File: src/rtl/clc_consts.svh
// Register offsets, field positions, reset values and sizes of the logic cell
`ifndef CLC_CONSTS_SVH
`define CLC_CONSTS_SVH

`define CLC_ADDR_W 12
`define CLC_OFF_CONTROL 12'h000
`define CLC_OFF_POLARITY 12'h004
`define CLC_OFF_SEL0 12'h008
`define CLC_OFF_SEL1 12'h00C
`define CLC_OFF_SEL2 12'h010
`define CLC_OFF_SEL3 12'h014
`define CLC_OFF_ROUTE0 12'h018
`define CLC_OFF_ROUTE1 12'h01C
`define CLC_OFF_ROUTE2 12'h020
`define CLC_OFF_ROUTE3 12'h024
`define CLC_OFF_IRQ_STATUS 12'h028
`define CLC_OFF_IRQ_MASK 12'h02C

`define CLC_CTL_EN_BIT 7
`define CLC_CTL_OUT_BIT 5
`define CLC_CTL_RISE_BIT 4
`define CLC_CTL_FALL_BIT 3
`define CLC_CTL_MODE_MSB 2
`define CLC_CTL_MODE_LSB 0
`define CLC_CTL_WMASK 8'h9F
`define CLC_CTL_RESET 8'h00

`define CLC_POL_OUT_BIT 7
`define CLC_POL_WMASK 8'h8F
`define CLC_SEL_WMASK 8'h3F
`define CLC_SEL_W 6

`define CLC_IRQ_EDGE_BIT 0
`define CLC_IRQ_W 1
`define CLC_IRQ_RESET 1'h0

`define CLC_NUM_PINS 4
`define CLC_NUM_GATES 4

`endif

File: src/rtl/clc_pkg.sv
// Types shared by the logic cell modules
package clc_pkg;

  typedef enum logic [2:0] {
    CLC_AND_OR = 3'b000,
    CLC_OR_XOR = 3'b001,
    CLC_AND4 = 3'b010,
    CLC_SR_LATCH = 3'b011,
    CLC_DFF_SR = 3'b100,
    CLC_DFF2_R = 3'b101,
    CLC_JKFF_R = 3'b110,
    CLC_DLATCH_SR = 3'b111
  } clc_mode_e;

endpackage

File: src/rtl/clc_logic_func.sv
// Logic function stage: three combinational and five storage functions of four gates
`timescale 1ns/100ps
module clc_logic_func
  import clc_pkg::*;
(
  input wire logic pclk, // Clock
  input wire logic presetn, // Async reset, active low
  input wire logic clk_en, // Clock enable
  input wire logic cell_on, // Cell enabled; storage held clear while off
  input clc_mode_e mode, // Selected function
  input wire logic [3:0] gate, // Gate outputs after gate polarity
  output logic func_out // Function result before output inversion
);

  logic state_q;
  logic state_d;
  logic clk_gate_q;
  logic clk_rise;
  logic set_in;
  logic rst_in;

  // Flip-flop functions clock on gate 0 rising, seen on pclk
  assign clk_rise = gate[0] & ~clk_gate_q;

  always_comb begin
    state_d = state_q;
    set_in = 1'b0;
    rst_in = 1'b0;
    unique case (mode)
      CLC_SR_LATCH: begin
        set_in = gate[0] | gate[1];
        rst_in = gate[2] | gate[3];
        if (set_in) state_d = 1'b1;
      end
      CLC_DFF_SR: begin
        set_in = gate[3];
        rst_in = gate[2];
        if (set_in) state_d = 1'b1;
        else if (clk_rise) state_d = gate[1];
      end
      CLC_DFF2_R: begin
        rst_in = gate[2];
        if (clk_rise) state_d = gate[1] & gate[3];
      end
      CLC_JKFF_R: begin
        rst_in = gate[2];
        if (clk_rise) state_d = (gate[1] & ~state_q) | (~gate[3] & state_q);
      end
      CLC_DLATCH_SR: begin
        set_in = gate[3];
        rst_in = gate[0];
        if (set_in) state_d = 1'b1;
        else if (gate[2]) state_d = gate[1];
      end
      CLC_AND_OR, CLC_OR_XOR, CLC_AND4: begin
        state_d = 1'b0;
      end
    endcase
    // Reset dominates set in every storage function
    if (rst_in || !cell_on) state_d = 1'b0;
  end

  always_ff @(posedge pclk or negedge presetn) begin
    if (!presetn) begin
      state_q <= 1'b0;
      clk_gate_q <= 1'b0;
    end else if (clk_en) begin
      state_q <= state_d;
      clk_gate_q <= gate[0];
    end
  end

  always_comb begin
    unique case (mode)
      CLC_AND_OR: func_out = (gate[0] & gate[1]) | (gate[2] & gate[3]); // RQ6
      CLC_OR_XOR: func_out = (gate[0] | gate[1]) ^ (gate[2] | gate[3]); // RQ6
      CLC_AND4: func_out = &gate; // RQ6
      CLC_SR_LATCH, CLC_DFF_SR, CLC_DFF2_R, CLC_JKFF_R, CLC_DLATCH_SR: begin
        func_out = state_q; // RQ5
      end
    endcase
  end

endmodule

File: src/rtl/clc_pin_sync.sv
// Three-stage pin synchroniser that accepts a change once stages two and three agree
`timescale 1ns/100ps
module clc_pin_sync #(
  parameter int WIDTH = 4
) (
  input wire logic pclk, // Clock
  input wire logic presetn, // Async reset, active low
  input wire logic clk_en, // Clock enable
  input wire logic [WIDTH-1:0] pin_in, // Raw pin levels
  output logic [WIDTH-1:0] pin_out // Filtered levels
);

  logic [WIDTH-1:0] s1_q;
  logic [WIDTH-1:0] s2_q;
  logic [WIDTH-1:0] s3_q;

  always_ff @(posedge pclk or negedge presetn) begin
    if (!presetn) begin
      s1_q <= '0;
      s2_q <= '0;
      s3_q <= '0;
    end else if (clk_en) begin
      s1_q <= pin_in;
      s2_q <= s1_q;
      s3_q <= s2_q;
    end
  end

  // Accept a new level only once it has held for two samples
  genvar i;
  generate
    for (i = 0; i < WIDTH; i++) begin : g_bit
      always_ff @(posedge pclk or negedge presetn) begin
        if (!presetn) begin
          pin_out[i] <= 1'b0;
        end else if (clk_en && (s2_q[i] == s3_q[i])) begin
          pin_out[i] <= s3_q[i];
        end
      end
    end
  endgenerate

endmodule

File: src/rtl/clc_top.sv
// Configurable logic cell with APB registers, input selection, gating and edge interrupt
//
// Overview of operation
// RQ1: With the enable bit clear the cell output is a constant zero; when set the cell works.
// RQ2: A read-only control bit returns the cell output taken after output inversion.
// RQ3: With rising-edge enable set, every low-to-high output change sets the edge flag.
// RQ4: With falling-edge enable set, every high-to-low output change sets the edge flag.
// RQ5: Function codes 111 to 011 select latch, J-K, two D flip-flops and S-R latch.
// RQ6: Function codes 010, 001 and 000 select four-input AND, OR-XOR and AND-OR.
// RQ7: Each of four low polarity bits inverts its gate output before the function stage.
// RQ8: Each data input is chosen by its own six-bit source field in its own register.
// RQ9: Each gate route register has true and inverted enables per input, input d at the top.
// RQ10: Unimplemented register bits ignore writes and read as zero.
// RQ11: The output polarity bit inverts the function result before it becomes the output.
// RQ12: Reset clears the control register while selection, routing and polarity keep values; the code also clears the output polarity bit.
// RQ13: Software clears the edge flag, and an edge during the clear leaves it set.
// RQ14: A gate is the AND of all forms routed into it, a constant when nothing is routed.
//
// The placing of the registers and the APB register port were left to the implementer.
`timescale 1ns/100ps
`include "clc_consts.svh"

module clc_top
  import clc_pkg::*;
#(
  parameter int NUM_SRC = 64, // Source count reachable by a six-bit select
  parameter int NUM_PERIPH = 60 // On-chip sources above the four pins
) (
  input wire logic pclk, // APB clock, 125 MHz
  input wire logic presetn, // Async reset, active low
  input wire logic clk_en, // Clock enable, freezes all state when low
  input wire logic psel, // APB select
  input wire logic penable, // APB enable
  input wire logic pwrite, // APB direction, high for write
  input wire logic [`CLC_ADDR_W-1:0] paddr, // APB byte address
  input wire logic [31:0] pwdata, // APB write data
  input wire logic [3:0] pstrb, // APB byte strobes
  output logic [31:0] prdata, // APB read data
  output logic pready, // APB ready
  output logic pslverr, // APB error on unmapped address
  input wire logic data_input_a, // Pin source 0
  input wire logic data_input_b, // Pin source 1
  input wire logic data_input_c, // Pin source 2
  input wire logic data_input_d, // Pin source 3
  input wire logic [NUM_PERIPH-1:0] periph_src, // Same-clock peripheral sources 4 and up
  output logic cell_output, // Cell output
  output logic irq // Level interrupt
);

  ////////////////////////////////////////////////////////////////////////////////
  // Registers

  logic [7:0] control_q;
  logic [3:0] polarity_q;
  logic out_inv_q;
  logic [`CLC_SEL_W-1:0] sel_q [4];
  logic [7:0] route_q [`CLC_NUM_GATES];
  logic [`CLC_IRQ_W-1:0] irq_status_q;
  logic [`CLC_IRQ_W-1:0] irq_status_d;
  logic [`CLC_IRQ_W-1:0] irq_mask_q;
  logic [`CLC_IRQ_W-1:0] rd_seen_q;

  logic cell_out_q;
  logic cell_out_d;
  logic prev_out_q;
  logic rise_ev;
  logic fall_ev;
  logic edge_ev;

  logic setup_ph;
  logic access_ph;
  logic wr_en;
  logic rd_done;
  logic addr_hit;
  logic [31:0] rd_val;
  logic [7:0] wbyte;
  logic ctl_wr;
  logic pol_wr;
  logic mask_wr;
  logic stat_rd;

  logic [3:0] pins_sync;
  logic [NUM_SRC-1:0] src_vec;
  logic [3:0] data_sel;
  logic [3:0] gate_raw;
  logic [3:0] gate_pol;
  logic func_out;
  clc_mode_e mode;

  ////////////////////////////////////////////////////////////////////////////////
  // APB slave

  // Zero wait states, but the transfer stalls while the clock enable is low
  assign pready = clk_en;
  assign setup_ph = psel & ~penable;
  assign access_ph = psel & penable & clk_en;
  assign wr_en = access_ph & pwrite & pstrb[0] & addr_hit;
  assign rd_done = access_ph & ~pwrite;
  assign wbyte = pwdata[7:0];

  assign ctl_wr = wr_en & (paddr == `CLC_OFF_CONTROL);
  assign pol_wr = wr_en & (paddr == `CLC_OFF_POLARITY);
  assign mask_wr = wr_en & (paddr == `CLC_OFF_IRQ_MASK);
  assign stat_rd = rd_done & (paddr == `CLC_OFF_IRQ_STATUS);

  always_comb begin
    addr_hit = 1'b1;
    unique case (paddr)
      `CLC_OFF_CONTROL, `CLC_OFF_POLARITY, `CLC_OFF_SEL0, `CLC_OFF_SEL1,
      `CLC_OFF_SEL2, `CLC_OFF_SEL3, `CLC_OFF_ROUTE0, `CLC_OFF_ROUTE1,
      `CLC_OFF_ROUTE2, `CLC_OFF_ROUTE3, `CLC_OFF_IRQ_STATUS, `CLC_OFF_IRQ_MASK: begin
        addr_hit = 1'b1;
      end
      default: addr_hit = 1'b0;
    endcase
  end

  assign pslverr = access_ph & ~addr_hit;

  always_comb begin
    rd_val = 32'h00000000;
    unique case (paddr)
      `CLC_OFF_CONTROL: begin
        rd_val[7:0] = control_q; // RQ2
      end
      `CLC_OFF_POLARITY: begin
        rd_val[7:0] = {out_inv_q, 3'h0, polarity_q}; // RQ10
      end
      `CLC_OFF_SEL0: begin
        rd_val[5:0] = sel_q[0];
      end
      `CLC_OFF_SEL1: begin
        rd_val[5:0] = sel_q[1];
      end
      `CLC_OFF_SEL2: begin
        rd_val[5:0] = sel_q[2];
      end
      `CLC_OFF_SEL3: begin
        rd_val[5:0] = sel_q[3];
      end
      `CLC_OFF_ROUTE0: begin
        rd_val[7:0] = route_q[0];
      end
      `CLC_OFF_ROUTE1: begin
        rd_val[7:0] = route_q[1];
      end
      `CLC_OFF_ROUTE2: begin
        rd_val[7:0] = route_q[2];
      end
      `CLC_OFF_ROUTE3: begin
        rd_val[7:0] = route_q[3];
      end
      `CLC_OFF_IRQ_STATUS: begin
        rd_val[`CLC_IRQ_W-1:0] = irq_status_q;
      end
      `CLC_OFF_IRQ_MASK: begin
        rd_val[`CLC_IRQ_W-1:0] = irq_mask_q;
      end
      default: rd_val = 32'h00000000;
    endcase
  end

  // Read data is caught in the setup cycle so prdata comes from a flop
  always_ff @(posedge pclk or negedge presetn) begin
    if (!presetn) begin
      prdata <= 32'h00000000;
    end else if (clk_en && setup_ph && !pwrite) begin
      prdata <= rd_val;
    end
  end

  // Status bits shown to the reader; only these are cleared when the read completes
  always_ff @(posedge pclk or negedge presetn) begin
    if (!presetn) begin
      rd_seen_q <= '0;
    end else if (clk_en && setup_ph) begin
      rd_seen_q <= (!pwrite && paddr == `CLC_OFF_IRQ_STATUS) ? irq_status_q : '0;
    end
  end

  ////////////////////////////////////////////////////////////////////////////////
  // Control register: cleared by reset, like output inversion and the interrupt registers

  always_ff @(posedge pclk or negedge presetn) begin
    if (!presetn) begin
      control_q <= `CLC_CTL_RESET; // RQ12
    end else if (clk_en) begin
      if (ctl_wr) begin
        control_q <= (wbyte & `CLC_CTL_WMASK) | (control_q & ~`CLC_CTL_WMASK); // RQ10
      end
      control_q[`CLC_CTL_OUT_BIT] <= cell_out_d; // RQ2
    end
  end

  // Gate polarity survives reset and is unknown at power-up
  always_ff @(posedge pclk) begin
    if (clk_en && pol_wr) begin
      polarity_q <= wbyte[3:0]; // RQ7
    end
  end

  // Output inversion is the one polarity bit that reset clears
  always_ff @(posedge pclk or negedge presetn) begin
    if (!presetn) begin
      out_inv_q <= 1'b0; // RQ12
    end else if (clk_en && pol_wr) begin
      out_inv_q <= wbyte[`CLC_POL_OUT_BIT]; // RQ11
    end
  end

  // Select and route registers survive reset and are unknown at power-up
  genvar r;
  generate
    for (r = 0; r < `CLC_NUM_GATES; r++) begin : g_cfg
      logic sel_wr;
      logic route_wr;

      assign sel_wr = wr_en & (paddr == (`CLC_OFF_SEL0 + 12'(4 * r)));
      assign route_wr = wr_en & (paddr == (`CLC_OFF_ROUTE0 + 12'(4 * r)));

      always_ff @(posedge pclk) begin
        if (clk_en && sel_wr) begin
          sel_q[r] <= wbyte[`CLC_SEL_W-1:0]; // RQ8
        end
      end

      // Both forms of one input may be routed; the gate then stays low
      always_ff @(posedge pclk) begin
        if (clk_en && route_wr) begin
          route_q[r] <= wbyte; // RQ9
        end
      end
    end
  endgenerate

  always_ff @(posedge pclk or negedge presetn) begin
    if (!presetn) begin
      irq_mask_q <= `CLC_IRQ_RESET;
    end else if (clk_en && mask_wr) begin
      irq_mask_q <= wbyte[`CLC_IRQ_W-1:0];
    end
  end

  ////////////////////////////////////////////////////////////////////////////////
  // Input selection

  clc_pin_sync #(
    .WIDTH(`CLC_NUM_PINS)
  ) u_pin_sync (
    .pclk(pclk),
    .presetn(presetn),
    .clk_en(clk_en),
    .pin_in({data_input_d, data_input_c, data_input_b, data_input_a}),
    .pin_out(pins_sync)
  );

  // Peripheral sources share pclk, so they are used as they arrive
  assign src_vec = {periph_src, pins_sync};

  genvar k;
  generate
    for (k = 0; k < 4; k++) begin : g_sel
      assign data_sel[k] = src_vec[sel_q[k]]; // RQ8
    end
  endgenerate

  ////////////////////////////////////////////////////////////////////////////////
  // Data gating

  // Route bit 2k+1 passes input k true, bit 2k passes it inverted
  genvar g;
  generate
    for (g = 0; g < `CLC_NUM_GATES; g++) begin : g_gate
      logic [3:0] term;
      for (k = 0; k < 4; k++) begin : g_term
        assign term[k] = (~route_q[g][2*k+1] | data_sel[k]) // RQ9
                       & (~route_q[g][2*k] | ~data_sel[k]); // RQ9
      end
      // Empty route gives zero, so the polarity bit alone sets the level
      assign gate_raw[g] = (|route_q[g]) & (&term); // RQ14
      assign gate_pol[g] = gate_raw[g] ^ polarity_q[g]; // RQ7
    end
  endgenerate

  ////////////////////////////////////////////////////////////////////////////////
  // Logic function and output

  assign mode = clc_mode_e'(control_q[`CLC_CTL_MODE_MSB:`CLC_CTL_MODE_LSB]);

  clc_logic_func u_func (
    .pclk(pclk),
    .presetn(presetn),
    .clk_en(clk_en),
    .cell_on(control_q[`CLC_CTL_EN_BIT]),
    .mode(mode),
    .gate(gate_pol),
    .func_out(func_out)
  );

  always_comb begin
    cell_out_d = 1'b0; // RQ1
    if (control_q[`CLC_CTL_EN_BIT]) begin
      cell_out_d = func_out ^ out_inv_q; // RQ11
    end
  end

  always_ff @(posedge pclk or negedge presetn) begin
    if (!presetn) begin
      cell_out_q <= 1'b0;
      prev_out_q <= 1'b0;
    end else if (clk_en) begin
      cell_out_q <= cell_out_d; // RQ1
      prev_out_q <= cell_out_q;
    end
  end

  assign cell_output = cell_out_q;

  ////////////////////////////////////////////////////////////////////////////////
  // Edge interrupt

  // Polarity changes also make edges here, which software must expect
  assign rise_ev = cell_out_q & ~prev_out_q & control_q[`CLC_CTL_RISE_BIT]; // RQ3
  assign fall_ev = ~cell_out_q & prev_out_q & control_q[`CLC_CTL_FALL_BIT]; // RQ4
  assign edge_ev = rise_ev | fall_ev;

  always_comb begin
    irq_status_d = irq_status_q;
    if (stat_rd) begin
      irq_status_d = irq_status_q & ~rd_seen_q;
    end
    // Set wins so an edge during the clearing read is kept
    irq_status_d[`CLC_IRQ_EDGE_BIT] = irq_status_d[`CLC_IRQ_EDGE_BIT] | edge_ev; // RQ13
  end

  always_ff @(posedge pclk or negedge presetn) begin
    if (!presetn) begin
      irq_status_q <= `CLC_IRQ_RESET;
    end else if (clk_en) begin
      irq_status_q <= irq_status_d;
    end
  end

  assign irq = |(irq_status_q & irq_mask_q);

endmodule
File: config.mk
export PLATFORM = sky130hd
export DESIGN_NAME = clc_top
export DESIGN_NICKNAME = d
export VERILOG_FILES = /design/src/rtl/clc_pkg.sv /design/src/rtl/clc_logic_func.sv /design/src/rtl/clc_pin_sync.sv /design/src/rtl/clc_top.sv
export VERILOG_INCLUDE_DIRS = /design/src /design/src/rtl
export SDC_FILE = /design/constraint.sdc
export NUM_CORES = 1
export LEC_CHECK = 0
export CAP_MARGIN = 0
export CORE_MARGIN = 3
export CORE_UTILIZATION = 30
export CTS_BUF_LIST = sky130_fd_sc_hd__clkbuf_8 sky130_fd_sc_hd__clkbuf_16
export DETAILED_ROUTE_END_ITERATION = 16
export DONT_BUFFER_PORTS = 1
export SYNTH_ARGS = -nofsm -noshare
export SYNTH_HDL_FRONTEND = slang
export SYNTH_SLANG_ARGS = --single-unit
File: constraint.sdc
create_clock -name pclk -period 4.05 [get_ports pclk]
set_clock_uncertainty 0.1 [all_clocks]
set_input_delay 0.2025 -clock pclk [delete_from_list [all_inputs] [get_ports pclk]]
set_output_delay 0.2025 -clock pclk [all_outputs]
set_load 0.02 [all_outputs]
==> flow_summary.toml <==
[die]
die-height_um = 160
die-area_um2 = 25700
core_area_um2 = 23000
dieWidth_um = 160
pin_count = 154
start_util = 0.311
rows = 55

[cts]
clockBufferDepth = 2
cts.sinks = 98
clk_latency_ns = 0.35
clockRootBuffer = "clkbuf_16"
cts_tree = "done"
cts_max_level = 3
cts_made_buffers = 9
cts.clk_slew.worst_paths_ns = 0.07

[synth]
synth_async_sr_flop_share = 0.388
synth-warning-count = 0
synth.distinct_cells = 76
synth_edf_count = 60
syn-cell-area_um2 = 7140
synth_seq_area_share = 0.385
synth_ff_type = "edfxtp_1"
ys_ff_latch = 98
synth.avg_cell_area_um2 = 12.2
syn_inst = 585

[sta]
tightest_slew_ns = 1.10
slew_violations = 0
setup-violations-final = 1
period_share = 1.02
grt_setup_unrepaired = "yes"
hold_slack_ns = 0.00597
relSlewSlack = 0.260
max_freq_mhz = 243
timing.final.ws_setup_ns = -0.0707
min_period_ns = 4.12
hold_viol = 0

[route]
num_vias = 5538
drt-vias-per-instance = 5.77
ant_nets = 0
drt_wl_total_um = 22700
post_drt_wl_per_cell_um = 23.6
drc = 0
drtIter0Drc = 694
drt_pass1_iterations = 6

[layout]
drive_above_1_share = 0.248
finalNetCount = 758
multi_input_area_um2 = 4030
stdcell_count = 959
area_growth_syn_to_layout_pct = 15.9
n_fill_cell = 2248
ff_latch_area_um2 = 2750
fin_area_um2 = 8280
fin_util = 0.360
final_common_cell = "edfxtp_1"
final_cell_mix = "edfxtp_1 (60), mux4_2 (46), mux2i_1 (45), nand2_1 (41)"

[global_routing]
grt_max_degree = 39
antenna_found_initial = 0
gr-total-overflow = 0
grt_pass1_vias = 5416
grt_first_pass_wirelength_um = 34300
gr-usage-all-layers = 0.174

[pwr]
vdd_ir_drop_max_mv = 0.164
power_density_nw_per_um2 = 283
p_leak_nw = 3.05
power_mw = 2.34

[min_path]
hp-class = "in2reg"

[critical_path]
cp_num_buf_inv = 1
crit_path_max_incr_delay_ns = 0.49
crit_family = "multiplexers"
worstPathMaxFanout = 5
cp_slowest_cell = "mux4_2"
crit_type = "reg2reg"
path_cells = "buf_6 -> mux4_2 -> mux4_2 -> mux2_4 -> a22oi_4 -> mux2_4 -> a211oi_2 -> and4_4 -> xnor2_4 -> o41ai_2 -> o21ai_1 -> or4_1 -> nand4_1"
cp.arrival_ns = 4.30
cp-end-kind = "flip-flop"
cp.required_ns = 4.23
startpoint_type = "flip-flop"

[placed_design]
dpl_cell_area_um2 = 7590
dp_hpwl_um = 17200
portBuffers = 0
gp_congestion = 0.987
placedCellCount = 907

[outcome]
violations = "negative setup slack"
outcome = "finished, violations left"

[flow_run]
cap_viol_max_count = 0
-- per-layer routing --
layer	global-route usage	vias to the layer above	wire [um]
li1	-	2422	-
met1	0.222	2742	9020
met2	0.289	322	10800
met3	0.0547	52	2190
met4	0.0442	0	622
met5	0	-	0
-- state kept, by name, indices dropped and copies added (netlist names), 4 cells and up --
name / flops
route_q: 32
u_pin_sync.s3_q: 4
u_pin_sync.s1_q: 4
polarity_q: 4
u_pin_sync.s2_q: 4
u_pin_sync.pin_out: 4
prdata: 8
sel_q: 24
control_q: 6
-- worst paths after layout --
check / from / endpoint / slack, ns / depth (start not counted)
min in group asynchronous: presetn / prdata[1]$_DFFE_PN0P_ / 0.20 / 2
max reg2reg: sel_q[0][0]$_DFFE_PP_ / cell_output$_DFFE_PN0P_ / -0.07 / 13
max: sel_q[0][0]$_DFFE_PP_ / cell_output$_DFFE_PN0P_ / -0.07 / 13
max in group asynchronous: presetn / u_pin_sync.s2_q[2]$_DFFE_PN0P_ / 3.44 / 2
min reg2reg: rd_seen_q$_DFFE_PN0P_ / rd_seen_q$_DFFE_PN0P_ / 0.41 / 2
min: psel / rd_seen_q$_DFFE_PN0P_ / 0.006 / 3
-- synthesized netlist by cell type (all sizes together), types with 14 or more instances --
cell,count,area [um2]
mux2,26,304
mux2i,47,474
buf,43,333
edfxtp,60,1800
mux4,54,1280
o21ai,23,115
nand3,16,85.1
a22oi,25,206
nor3,20,100
clkbuf,14,82.6
nand2,42,160
nor2,31,116
a21oi,15,78.8
dfrtp,38,951
-- through the flow --
stage	setup slack (ns)	setup TNS [ns]
2_1_floorplan	0.00139	0
3_3_place_gp	-0.193	-0.257
3_5_place_dp	-0.299	-0.403
4_1_cts	-0.0502	-0.0502
5_1_grt	-0.194	-0.267
6_report	-0.0707	-0.0707
-- logic make-up after synthesis --
logic type / share of synthesized area
muxes: 0.288
xor gates and xnor gates: 0.0138
and+or+nand+nor: 0.119
AOI/OAI and AO/OA: 0.129
DFF: 0.385
buffers and inverters: 0.0645
other: 0.000525
-- report_power, final --
group,internal [mW],switching [mW],total [mW],leakage (nW)
clock,0.535,0.363,0.897,0.148
combinational,0.150,0.122,0.272,1.88
sequential,1.11,0.0635,1.17,1.02
total,1.79,0.549,2.34,3.05
-- timing repair --
action	in CTS	in global routing
gates resized for setup	11	7
setup buffers	3	0
hold buffers	32	0
pin swaps	5	3
endpoints found under the hold margin	128	0
setup endpoints to repair	2	2
-- tightest hold or removal path, delay by kind of cell --
family | cells | cell delay, ns
AND/OR/NAND/NOR | 2 | 0.13
AO/OA/AOI/OAI | 1 | 0.08
-- area by class of cell --
| type | instances | area share |
|---|---|---|
| antenna | 1 | 0.000302 |
| tap | 313 | 0.0473 |
| clock buffer | 9 | 0.0272 |
| timing repair buffer | 78 | 0.0895 |
| sequential | 98 | 0.333 |
| inverter | 12 | 0.00544 |
| multi-input combinational | 441 | 0.487 |
| clock inverter | 7 | 0.0104 |
(Power assumes the default switching activity.)
